===== config.mk =====
export PLATFORM = sky130hd
export DESIGN_NAME = pcd_port_override
export DESIGN_NICKNAME = d
export VERILOG_FILES = /design/src/pkg/pcd_pkg.sv /design/src/design/pcd_port_override.sv /design/src/design/pcd_spike_filter.sv
export SDC_FILE = /design/constraint.sdc
export NUM_CORES = 1
export LEC_CHECK = 0
export BUFFER_PORTS_ARGS = -buffer_cell sky130_fd_sc_hd__buf_2
export CORE_MARGIN = 3
export CORE_UTILIZATION = 46
export CTS_BUF_LIST = sky130_fd_sc_hd__clkbuf_4
export DETAILED_ROUTE_END_ITERATION = 16
export PLACE_DENSITY_LB_ADDON = 0.08
export SLEW_MARGIN = 40
export SYNTH_ARGS = -nofsm -noshare
export SYNTH_HDL_FRONTEND = slang
export SYNTH_SLANG_ARGS = --single-unit

===== constraint.sdc =====
create_clock -name clk_i -period 1.5 [get_ports clk_i]
set_input_delay 0.075 -clock clk_i [delete_from_list [all_inputs] [get_ports clk_i]]
set_output_delay 0.075 -clock clk_i [all_outputs]
set_load 0.03 [all_outputs]

===== src/pkg/pcd_pkg.sv =====
// Constants shared by the port C/D override logic and its spike filter.
// What this block does
// - Memory enable drives address 15..12 on upper pins.
// - Memory enable drives address 11..8 on lower pins.
// - Compatibility mode: mask zero, third port output-only.
// - Synchronous select puts serial clock on pin output; port bit keeps direction.
// - Transmit enable forces transmit pin to output data.
// - Receive enable forces input; pin feeds receiver, irq.
// - Two-wire data pin becomes open drain.
// - Two-wire clock pin becomes open drain too.
// - Two-wire inputs filtered; pulses under 50 ns dropped.
// - Two-wire enable switches on slew limiting.
// - Enabled interrupt forces its input buffer on.
// - Counter and capture pins only route inputs.
// - Compatibility mode drops serial and two-wire overrides.
package pcd_pkg;

  // Port geometry
  localparam int PORT_W = 8;
  localparam int MASK_W = 3;
  localparam int IRQ_N = 4;

  // Address mask limit per third-port pin, index = pin number
  localparam logic [PORT_W-1:0][MASK_W-1:0] ADDR_MASK_LIM =
    {3'h1, 3'h2, 3'h3, 3'h4, 3'h5, 3'h6, 3'h7, 3'h7};
  // Mask value used while compatibility mode is on
  localparam logic [MASK_W-1:0] COMPAT_MASK = 3'h0;

  // Fourth-port pin positions
  localparam int PD_SCL = 0;
  localparam int PD_SDA = 1;
  localparam int PD_RX = 2;
  localparam int PD_TX = 3;
  localparam int PD_CAP = 4;
  localparam int PD_XCK = 5;
  localparam int PD_T1 = 6;
  localparam int PD_T2 = 7;

  // Spike filter timing
  localparam int CLK_PERIOD_NS = 4;
  localparam int TW_SPIKE_NS = 50;
  // Least accepted pulse, rounded up to whole cycles
  localparam int TW_STABLE_CYC = (TW_SPIKE_NS + CLK_PERIOD_NS - 1) / CLK_PERIOD_NS;
  localparam int TW_CNT_W = 5;
  // Bus lines idle high, so the filter starts high
  localparam logic TW_FILT_RST = 1'b1;

  // Reset values of the registered pin controls
  localparam logic [PORT_W-1:0] PIN_CTRL_RST = 8'h00;
  localparam logic [PORT_W-1:0] IN_BUF_RST = 8'hFF;

endpackage : pcd_pkg


===== src/design/pcd_port_override.sv =====
// Alternate-function override and pin resolution for ports C and D.
`timescale 1ns/10ps
`default_nettype none
module pcd_port_override #(
  parameter int FILT_CYC = pcd_pkg::TW_STABLE_CYC
) (
  // Clock and reset
  input wire logic clk_i,
  input wire logic rst_i,

  // Global controls
  input wire logic global_pullup_disable_i,
  input wire logic compat_mode_i,
  input wire logic port_in_buf_en_i,

  // Third port registers (no pin inputs)
  input wire logic [pcd_pkg::PORT_W-1:0] pc_out_bit_i,
  input wire logic [pcd_pkg::PORT_W-1:0] pc_dir_bit_i,

  // Fourth port registers and pins
  input wire logic [pcd_pkg::PORT_W-1:0] pd_out_bit_i,
  input wire logic [pcd_pkg::PORT_W-1:0] pd_dir_bit_i,
  input wire logic [pcd_pkg::PORT_W-1:0] pd_pin_i,

  // External memory interface
  input wire logic ext_mem_enable_i,
  input wire logic [pcd_pkg::MASK_W-1:0] ext_addr_mask_i,
  input wire logic [pcd_pkg::PORT_W-1:0] ext_addr_hi_i,

  // Second serial unit
  input wire logic serial1_sync_select_i,
  input wire logic serial1_clk_gen_i,
  input wire logic serial1_tx_enable_i,
  input wire logic serial1_tx_data_i,
  input wire logic serial1_rx_enable_i,

  // Two-wire interface
  input wire logic two_wire_enable_i,
  input wire logic two_wire_sda_drive_i,
  input wire logic two_wire_scl_drive_i,

  // External interrupt enables, bit n for input n
  input wire logic [pcd_pkg::IRQ_N-1:0] ext_irq_enable_i,

  // Resolved third port pin controls
  output logic [pcd_pkg::PORT_W-1:0] pc_pullup_o,
  output logic [pcd_pkg::PORT_W-1:0] pc_dir_o,
  output logic [pcd_pkg::PORT_W-1:0] pc_out_o,
  output logic [pcd_pkg::PORT_W-1:0] pc_in_buf_en_o,

  // Resolved fourth port pin controls
  output logic [pcd_pkg::PORT_W-1:0] pd_pullup_o,
  output logic [pcd_pkg::PORT_W-1:0] pd_dir_o,
  output logic [pcd_pkg::PORT_W-1:0] pd_out_o,
  output logic [pcd_pkg::PORT_W-1:0] pd_in_buf_en_o,
  output logic [1:0] pd_slew_limit_o,

  // Pin inputs routed to peripherals
  output logic counter_one_clk_in_o,
  output logic counter_two_clk_in_o,
  output logic capture_one_input_o,
  output logic serial1_ext_clock_o,
  output logic serial1_rx_pin_o,
  output logic [pcd_pkg::IRQ_N-1:0] ext_irq_o,
  output logic two_wire_sda_in_o,
  output logic two_wire_scl_in_o
);
  import pcd_pkg::*;

  // Override enables and values, third port
  logic [PORT_W-1:0] pc_pullup_override_en;
  logic [PORT_W-1:0] pc_pullup_override_val;
  logic [PORT_W-1:0] pc_dir_override_en;
  logic [PORT_W-1:0] pc_dir_override_val;
  logic [PORT_W-1:0] pc_out_override_en;
  logic [PORT_W-1:0] pc_out_override_val;
  logic [PORT_W-1:0] pc_in_buf_override_en;
  logic [PORT_W-1:0] pc_in_buf_override_val;

  // Override enables and values, fourth port
  logic [PORT_W-1:0] pd_pullup_override_en;
  logic [PORT_W-1:0] pd_pullup_override_val;
  logic [PORT_W-1:0] pd_dir_override_en;
  logic [PORT_W-1:0] pd_dir_override_val;
  logic [PORT_W-1:0] pd_out_override_en;
  logic [PORT_W-1:0] pd_out_override_val;
  logic [PORT_W-1:0] pd_in_buf_override_en;
  logic [PORT_W-1:0] pd_in_buf_override_val;

  // Next values of the resolved pin controls
  logic [PORT_W-1:0] pc_pullup_nxt;
  logic [PORT_W-1:0] pc_dir_nxt;
  logic [PORT_W-1:0] pc_out_nxt;
  logic [PORT_W-1:0] pc_in_buf_nxt;
  logic [PORT_W-1:0] pd_pullup_nxt;
  logic [PORT_W-1:0] pd_dir_nxt;
  logic [PORT_W-1:0] pd_out_nxt;
  logic [PORT_W-1:0] pd_in_buf_nxt;

  // Effective mask and qualified enables
  logic [MASK_W-1:0] eff_mask;
  logic serial_ok;
  logic tw_active;
  logic xck_active;
  logic tx_active;
  logic rx_active;
  logic [PORT_W-1:0] addr_pin_active;

  // Filtered bus lines
  logic sda_filt;
  logic scl_filt;

  // Compatibility mode hides the mask and the newer peripherals
  always_comb begin
    eff_mask = compat_mode_i ? COMPAT_MASK : ext_addr_mask_i;
    serial_ok = !compat_mode_i;
    tw_active = two_wire_enable_i && serial_ok;
    xck_active = serial1_sync_select_i && serial_ok;
    tx_active = serial1_tx_enable_i && serial_ok;
    rx_active = serial1_rx_enable_i && serial_ok;
  end

  // Third port: each pin is claimed while the mask stays below its limit
  always_comb begin
    for (int i = 0; i < PORT_W; i++) begin
      // Upper nibble uses limits 1..4, lower nibble 5,6,7,7
      addr_pin_active[i] = ext_mem_enable_i && (eff_mask < ADDR_MASK_LIM[i]);
    end
    // Claimed pins are outputs with the address bit, pull-up off
    pc_pullup_override_en = addr_pin_active;
    pc_pullup_override_val = '0;
    pc_dir_override_en = addr_pin_active;
    pc_dir_override_val = '1;
    pc_out_override_en = addr_pin_active;
    pc_out_override_val = ext_addr_hi_i;
    pc_in_buf_override_en = '0;
    pc_in_buf_override_val = '0;
    // Output-only port in compatibility mode
    if (compat_mode_i) begin
      pc_dir_override_en = '1;
    end
  end

  // Fourth port override table
  always_comb begin
    // Defaults: no override on any pin
    pd_pullup_override_en = '0;
    pd_pullup_override_val = '0;
    pd_dir_override_en = '0;
    pd_dir_override_val = '0;
    pd_out_override_en = '0;
    pd_out_override_val = '0;
    pd_in_buf_override_en = '0;
    pd_in_buf_override_val = '0;

    // Counter and capture pins keep every default

    // Serial clock: value only, direction stays with the port bit
    pd_out_override_en[PD_XCK] = xck_active;
    pd_out_override_val[PD_XCK] = serial1_clk_gen_i;

    // Transmit pin: output carrying transmit data, pull-up off
    pd_pullup_override_en[PD_TX] = tx_active;
    pd_pullup_override_val[PD_TX] = 1'b0;
    pd_dir_override_en[PD_TX] = tx_active;
    pd_dir_override_val[PD_TX] = 1'b1;
    pd_out_override_en[PD_TX] = tx_active;
    pd_out_override_val[PD_TX] = serial1_tx_data_i;

    // Receive pin: input, pull-up still from the port bit
    pd_pullup_override_en[PD_RX] = rx_active;
    pd_pullup_override_val[PD_RX] = pd_out_bit_i[PD_RX] && !global_pullup_disable_i;
    pd_dir_override_en[PD_RX] = rx_active;
    pd_dir_override_val[PD_RX] = 1'b0;

    // Data line: open drain, low whenever the interface drives
    pd_pullup_override_en[PD_SDA] = tw_active;
    pd_pullup_override_val[PD_SDA] = pd_out_bit_i[PD_SDA] && !global_pullup_disable_i;
    pd_dir_override_en[PD_SDA] = tw_active;
    pd_dir_override_val[PD_SDA] = two_wire_sda_drive_i;
    pd_out_override_en[PD_SDA] = tw_active;
    pd_out_override_val[PD_SDA] = 1'b0;

    // Clock line: same open-drain scheme
    pd_pullup_override_en[PD_SCL] = tw_active;
    pd_pullup_override_val[PD_SCL] = pd_out_bit_i[PD_SCL] && !global_pullup_disable_i;
    pd_dir_override_en[PD_SCL] = tw_active;
    pd_dir_override_val[PD_SCL] = two_wire_scl_drive_i;
    pd_out_override_en[PD_SCL] = tw_active;
    pd_out_override_val[PD_SCL] = 1'b0;

    // Enabled interrupts keep their input buffer on, even in sleep
    pd_in_buf_override_en[IRQ_N-1:0] = ext_irq_enable_i;
    pd_in_buf_override_val[IRQ_N-1:0] = '1;
  end

  // Per-pin resolution of override against port registers
  for (genvar g = 0; g < PORT_W; g++) begin : g_pin
    // Ordinary pull-up: input pin with port bit set, not disabled
    logic pc_pullup_plain;
    logic pd_pullup_plain;
    assign pc_pullup_plain = pc_out_bit_i[g] && !pc_dir_bit_i[g] && !global_pullup_disable_i;
    assign pd_pullup_plain = pd_out_bit_i[g] && !pd_dir_bit_i[g] && !global_pullup_disable_i;

    // Set enable wins, otherwise the register value stands
    assign pc_pullup_nxt[g] = pc_pullup_override_en[g] ? pc_pullup_override_val[g] :
                              pc_pullup_plain;
    assign pc_dir_nxt[g] = pc_dir_override_en[g] ? pc_dir_override_val[g] :
                           pc_dir_bit_i[g];
    assign pc_out_nxt[g] = pc_out_override_en[g] ? pc_out_override_val[g] :
                           pc_out_bit_i[g];
    assign pc_in_buf_nxt[g] = pc_in_buf_override_en[g] ? pc_in_buf_override_val[g] :
                              port_in_buf_en_i;
    assign pd_pullup_nxt[g] = pd_pullup_override_en[g] ? pd_pullup_override_val[g] :
                              pd_pullup_plain;
    assign pd_dir_nxt[g] = pd_dir_override_en[g] ? pd_dir_override_val[g] :
                           pd_dir_bit_i[g];
    assign pd_out_nxt[g] = pd_out_override_en[g] ? pd_out_override_val[g] :
                           pd_out_bit_i[g];
    assign pd_in_buf_nxt[g] = pd_in_buf_override_en[g] ? pd_in_buf_override_val[g] :
                              port_in_buf_en_i;
  end

  // Spike filters on both bus lines; they run always so that
  // a freshly enabled interface sees a settled level at once
  for (genvar f = 0; f < 2; f++) begin : g_filt
    logic filt_out;
    pcd_spike_filter #(
      .STABLE_CYC(FILT_CYC),
      .CNT_W(TW_CNT_W)
    ) u_filt (
      .clk_i(clk_i),
      .rst_i(rst_i),
      .raw_i(pd_pin_i[f]),
      .filt_o(filt_out)
    );
  end
  assign scl_filt = g_filt[PD_SCL].filt_out;
  assign sda_filt = g_filt[PD_SDA].filt_out;

  // Registered third port controls; costs one cycle of latency
  // but keeps pad drivers free of glitches from the override mux
  always_ff @(posedge clk_i) begin
    if (rst_i) begin
      pc_pullup_o <= PIN_CTRL_RST;
      pc_dir_o <= PIN_CTRL_RST;
      pc_out_o <= PIN_CTRL_RST;
      pc_in_buf_en_o <= IN_BUF_RST;
    end else begin
      pc_pullup_o <= pc_pullup_nxt;
      pc_dir_o <= pc_dir_nxt;
      pc_out_o <= pc_out_nxt;
      pc_in_buf_en_o <= pc_in_buf_nxt;
    end
  end

  // Registered fourth port controls
  always_ff @(posedge clk_i) begin
    if (rst_i) begin
      pd_pullup_o <= PIN_CTRL_RST;
      pd_dir_o <= PIN_CTRL_RST;
      pd_out_o <= PIN_CTRL_RST;
      pd_in_buf_en_o <= IN_BUF_RST;
    end else begin
      pd_pullup_o <= pd_pullup_nxt;
      pd_dir_o <= pd_dir_nxt;
      pd_out_o <= pd_out_nxt;
      pd_in_buf_en_o <= pd_in_buf_nxt;
    end
  end

  // Slew limiting on both bus pins while the interface owns them
  always_ff @(posedge clk_i) begin
    if (rst_i) begin
      pd_slew_limit_o <= 2'h0;
    end else begin
      pd_slew_limit_o <= {2{tw_active}};
    end
  end

  // Pin inputs routed to the peripherals that listen to them
  always_ff @(posedge clk_i) begin
    if (rst_i) begin
      counter_one_clk_in_o <= 1'b0;
      counter_two_clk_in_o <= 1'b0;
      capture_one_input_o <= 1'b0;
      serial1_ext_clock_o <= 1'b0;
      serial1_rx_pin_o <= 1'b0;
      ext_irq_o <= 4'h0;
    end else begin
      counter_one_clk_in_o <= pd_pin_i[PD_T1];
      counter_two_clk_in_o <= pd_pin_i[PD_T2];
      capture_one_input_o <= pd_pin_i[PD_CAP];
      serial1_ext_clock_o <= pd_pin_i[PD_XCK];
      // Receive pin feeds receiver and interrupt two alike
      serial1_rx_pin_o <= pd_pin_i[PD_RX];
      ext_irq_o <= pd_pin_i[IRQ_N-1:0];
    end
  end

  // Two-wire inputs: filtered while enabled, raw otherwise
  always_ff @(posedge clk_i) begin
    if (rst_i) begin
      two_wire_sda_in_o <= TW_FILT_RST;
      two_wire_scl_in_o <= TW_FILT_RST;
    end else if (tw_active) begin
      two_wire_sda_in_o <= sda_filt;
      two_wire_scl_in_o <= scl_filt;
    end else begin
      two_wire_sda_in_o <= pd_pin_i[PD_SDA];
      two_wire_scl_in_o <= pd_pin_i[PD_SCL];
    end
  end

endmodule : pcd_port_override
`default_nettype wire


===== src/design/pcd_spike_filter.sv =====
// Input spike filter for one two-wire bus line.
`timescale 1ns/10ps
`default_nettype none
module pcd_spike_filter #(
  parameter int STABLE_CYC = pcd_pkg::TW_STABLE_CYC,
  parameter int CNT_W = pcd_pkg::TW_CNT_W
) (
  // Clock and reset
  input wire logic clk_i,
  input wire logic rst_i,
  // Raw line in, filtered line out
  input wire logic raw_i,
  output logic filt_o
);
  import pcd_pkg::*;

  // Cycles the raw line has differed from the output
  logic [CNT_W-1:0] diff_cnt_r;
  localparam logic [CNT_W-1:0] LAST_CNT = CNT_W'(STABLE_CYC - 1);

  // Count a differing level; accept only after STABLE_CYC cycles
  always_ff @(posedge clk_i) begin
    if (rst_i) begin
      diff_cnt_r <= '0;
    end else if (raw_i == filt_o) begin
      // Any return to the old level restarts the count
      diff_cnt_r <= '0;
    end else if (diff_cnt_r == LAST_CNT) begin
      diff_cnt_r <= '0;
    end else begin
      diff_cnt_r <= diff_cnt_r + 1'b1;
    end
  end

  // Output follows only a level that stood long enough
  always_ff @(posedge clk_i) begin
    if (rst_i) begin
      filt_o <= TW_FILT_RST;
    end else if (raw_i != filt_o && diff_cnt_r == LAST_CNT) begin
      filt_o <= raw_i;
    end
  end

endmodule : pcd_spike_filter
`default_nettype wire


==> metrics.md <==
| Metric | Value |
|---|---|
| Status | `finished, final reports clean` |
| Async set or reset register ratio after synthesis | `0%` |
| GRT Util Overall | `23.79%` |
| Wirelength, routed | `7.906 mm` |
| I/O Buffers | `145` |
| Die Area | `6860 um2` |
| Total core area | `5608 um2` |
| Period minus WS final | `1.390 ns` |
| Chip Height | `82.83 um` |
| Largest net degree at the start of global routing | `18` |
| Core Util, Final | `77.67%` |
| DR vias/cell | `4.673` |
| Number of max-cap violations | `0` |
| TritonCTS clock tree | `built` |
| Netlist cell types | `37` |
| Core Rows | `27` |
| WS Path Type | `flop to flop` |
| Finished Cell Area | `4355 um2` |
| Die width | `82.83 um` |
| CTS Buf Count | `9` |
| Clk pin slew, worst setup/hold paths | `0.12 ns` |
| Synthesized area | `2715 um2` |
| Crit path arrival time | `1.75 ns` |
| Critical Path Sink Type | `flop` |
| Vias | `2612` |
| Synth warn | `0` |
| Sequential cell area fraction in the yosys report | `56.04%` |
| Post-CTS setup buffer count | `0` |
| Peak VDD IR | `0.6524 mV` |
| Post-Syn Nets | `337` |
| Top Ports | `146` |
| Fmax | `719.4 MHz` |
| Startpoint types | `flop` |
| Register bit total from synthesis | `76` |
| HP Start | `serial1_rx_enable_i` |
| Slew @ Worst Pin | `0.5305 ns` |
| Initial core utilization | `48.42%` |
| Slowest cell on the critical path | `or3_4` |
| Setup WS pre-CTS | `0.08802 ns` |
| FF-to-FF Start | `g_filt[0].u_filt.diff_cnt_r[0]$_SDFF_PP0_` |
| Worst R2R End | `g_filt[0].u_filt.diff_cnt_r[2]$_SDFF_PP0_` |
| # placed instances | `463` |
| H-tree lvl count | `3` |
| Routed Antenna Nets | `0` |
| DPL Wire Length | `4.939 mm` |
| CP max FO | `5` |
| CTS Sinks | `76` |
| Crit share post-route | `92.67%` |
| CP required | `1.86 ns` |
| First-pass GRT wire length | `13.02 mm` |
| Worst path cell trace | `inv_1 -> ha_1 -> and4b_1 -> or3_4 -> nor2_1` |
| Number of synthesized flops with an enable pin | `0` |
| Setup TNS Final | `0 ns` |
| Max Root-Sink Buffers | `2` |
| Drc violations | `0` |
| Root Driver | `clkbuf_4` |
| Vias in the first global route | `2734` |
| Drt first pass iters | `4` |
| Sink of the worst hold path | `pd_dir_o[2]$_SDFF_PP0_` |
| Cells after Synth | `264` |
| RSZ-0062 raised after global routing | `false` |
| Hold WC Path Type | `input port to flop` |
| Fin nets | `555` |
| GPL Wtd Cong | `0.7437` |
| Area growth syn-to-layout | `60.41%` |
| Final setup violation count | `0` |
| Clk Latency, worst-skew pair | `0.42 ns` |
| Syn Area/Cell | `10.28 um2` |
| Synth Flop Type | `dfxtp_1` |
| Post-DP Area | `3417 um2` |
| Final Hold Viols | `0` |
| R2R depth | `5` |
| Pwr dens | `955.6 nW/um2` |
| Max-slew violations | `0` |
| Initial antenna violation count | `0` |
| Non-Filler Instances | `559` |
| Static leakage | `0.002116 uW` |
| Routed WL per cell | `14.14 um` |
| Max stage delay on crit path | `0.40 ns` |
| Flop2flop setup slack | `0.11 ns` |
| Rel. slew slack | `64.50%` |
| Diodes inserted | `0` |
| Final WS setup | `0.1100 ns` |
| Total global routing overflow | `0` |
| Skew final | `0.006900 ns` |
| Worst Hold Depth | `4` |
| Share of layout cells above drive strength 1 | `36.55%` |
| Iteration-0 DRC Markers | `108` |
## power by group
group | switching (uW) | internal [uW] | leakage, uW
registers | 27.9 | 2110 | 0.000628
clock network | 710 | 499 | 0.0000693
logic | 460 | 353 | 0.00142
## what timing repair did
action / CTS / global route
endpoints found under the hold margin: 66 / 0
hold buffers: 80 / 0
gates resized for setup: 0 / 2
endpoints found under the setup margin: 0 / 5
## cell usage in the layout (no fill, tap or decap), types with 5 or more instances in the layout
cell type,n
nand3_1,7
and3_1,5
clkbuf_4,9
nor2b_1,19
inv_1,10
dlygate4sd3_1,80
nand2_1,30
nor2_1,23
a21oi_1,8
dfxtp_1,74
mux2i_1,11
buf_2,145
## how the worst max path moves through the flow
| stage | from | endpoint | slack (ns) | depth (start not counted) |
|---|---|---|---|---|
| floorplan | g_filt[0].u_filt.diff_cnt_r[0]$_SDFF_PP0_ | g_filt[0].u_filt.diff_cnt_r[2]$_SDFF_PP0_ | 0.19 | 5 |
| global placement | g_filt[1].u_filt.diff_cnt_r[0]$_SDFF_PP0_ | g_filt[1].u_filt.diff_cnt_r[3]$_SDFF_PP0_ | 0.14 | 5 |
| detailed placement | g_filt[1].u_filt.diff_cnt_r[0]$_SDFF_PP0_ | g_filt[1].u_filt.diff_cnt_r[2]$_SDFF_PP0_ | 0.09 | 5 |
| CTS | g_filt[0].u_filt.diff_cnt_r[0]$_SDFF_PP0_ | g_filt[0].u_filt.diff_cnt_r[2]$_SDFF_PP0_ | 0.05 | 5 |
| global route | g_filt[0].u_filt.diff_cnt_r[1]$_SDFF_PP0_ | g_filt[0].u_filt.diff_cnt_r[2]$_SDFF_PP0_ | 0.03 | 5 |
| finish | g_filt[0].u_filt.diff_cnt_r[0]$_SDFF_PP0_ | g_filt[0].u_filt.diff_cnt_r[2]$_SDFF_PP0_ | 0.11 | 5 |
## flip-flops by register name (all words and copies together), names as in the netlist, 2 cells and up
name                      cells
pc_pullup_o                   8
pd_pullup_o                   8
pc_out_o                      8
g_filt.u_filt.filt_o          2
pd_in_buf_en_o                4
pd_out_o                      8
pd_dir_o                      8
pc_dir_o                      8
g_filt.u_filt.diff_cnt_r     10
ext_irq_o                     4
## cell usage after synthesis (all sizes together) (5+ instances only)
master   n  area share [%]
mux2i   11             4.1
or3      6             1.8
nand3    7             1.3
nand2   30             4.1
dfxtp   76              56
o21ai    5             1.1
buf     19             4.8
nor2b   20             4.9
a21oi   10             2.1
and3     5             1.2
inv     10             1.4
nor2    23             3.2
## cell type report
| cell class | instances | area [um2] |
|---|---|---|
| Clock buffer | 9 | 67.56 |
| Multi-Input combinational cell | 156 | 1012 |
| Sequential cell | 76 | 1524 |
| Inverter | 10 | 37.54 |
| Fill cell | 396 | 1252 |
| Clock inverter | 7 | 67.56 |
| Timing Repair Buffer | 229 | 1556 |
| Tap cell | 72 | 90.09 |
## routing by layer
layer	track usage [%]	vias to the layer above	wire (um)
met5	0	-	0
met3	7.044	18	600
li1	-	1292	-
met1	25.47	1183	3166
met4	11.00	0	204
met2	42.71	119	3934
## cell families (layout without fill, tap and decap cells)
group           count (synthesis)  in the layout  synth area share (%)
simple gates                  111            111                 22.30
flops                          76             76                 56.04
buf+inv                        32            255                 6.682
compound gates                 22             22                 6.498
mux                            11             11                 4.055
xor+xnor                        8              8                 2.580
fa+ha+maj                       4              4                 1.843
## critical path, delay by kind of cell, from the launching register on
kind	cells	cell delay [ns]
flops	1	0.37
buf+inv	1	0.05
simple gates	3	0.73
fa+ha+maj	1	0.18
## metrics by stage
stage	hold WS, ns	power [uW]
2_1_floorplan	0.1464	2606
3_3_place_gp	0.2555	2825
4_1_cts	0.002929	4181
6_report	0.01957	4162
3_5_place_dp	0.2554	2832
5_1_grt	0.03421	4328
(Power assumes the default switching activity.)
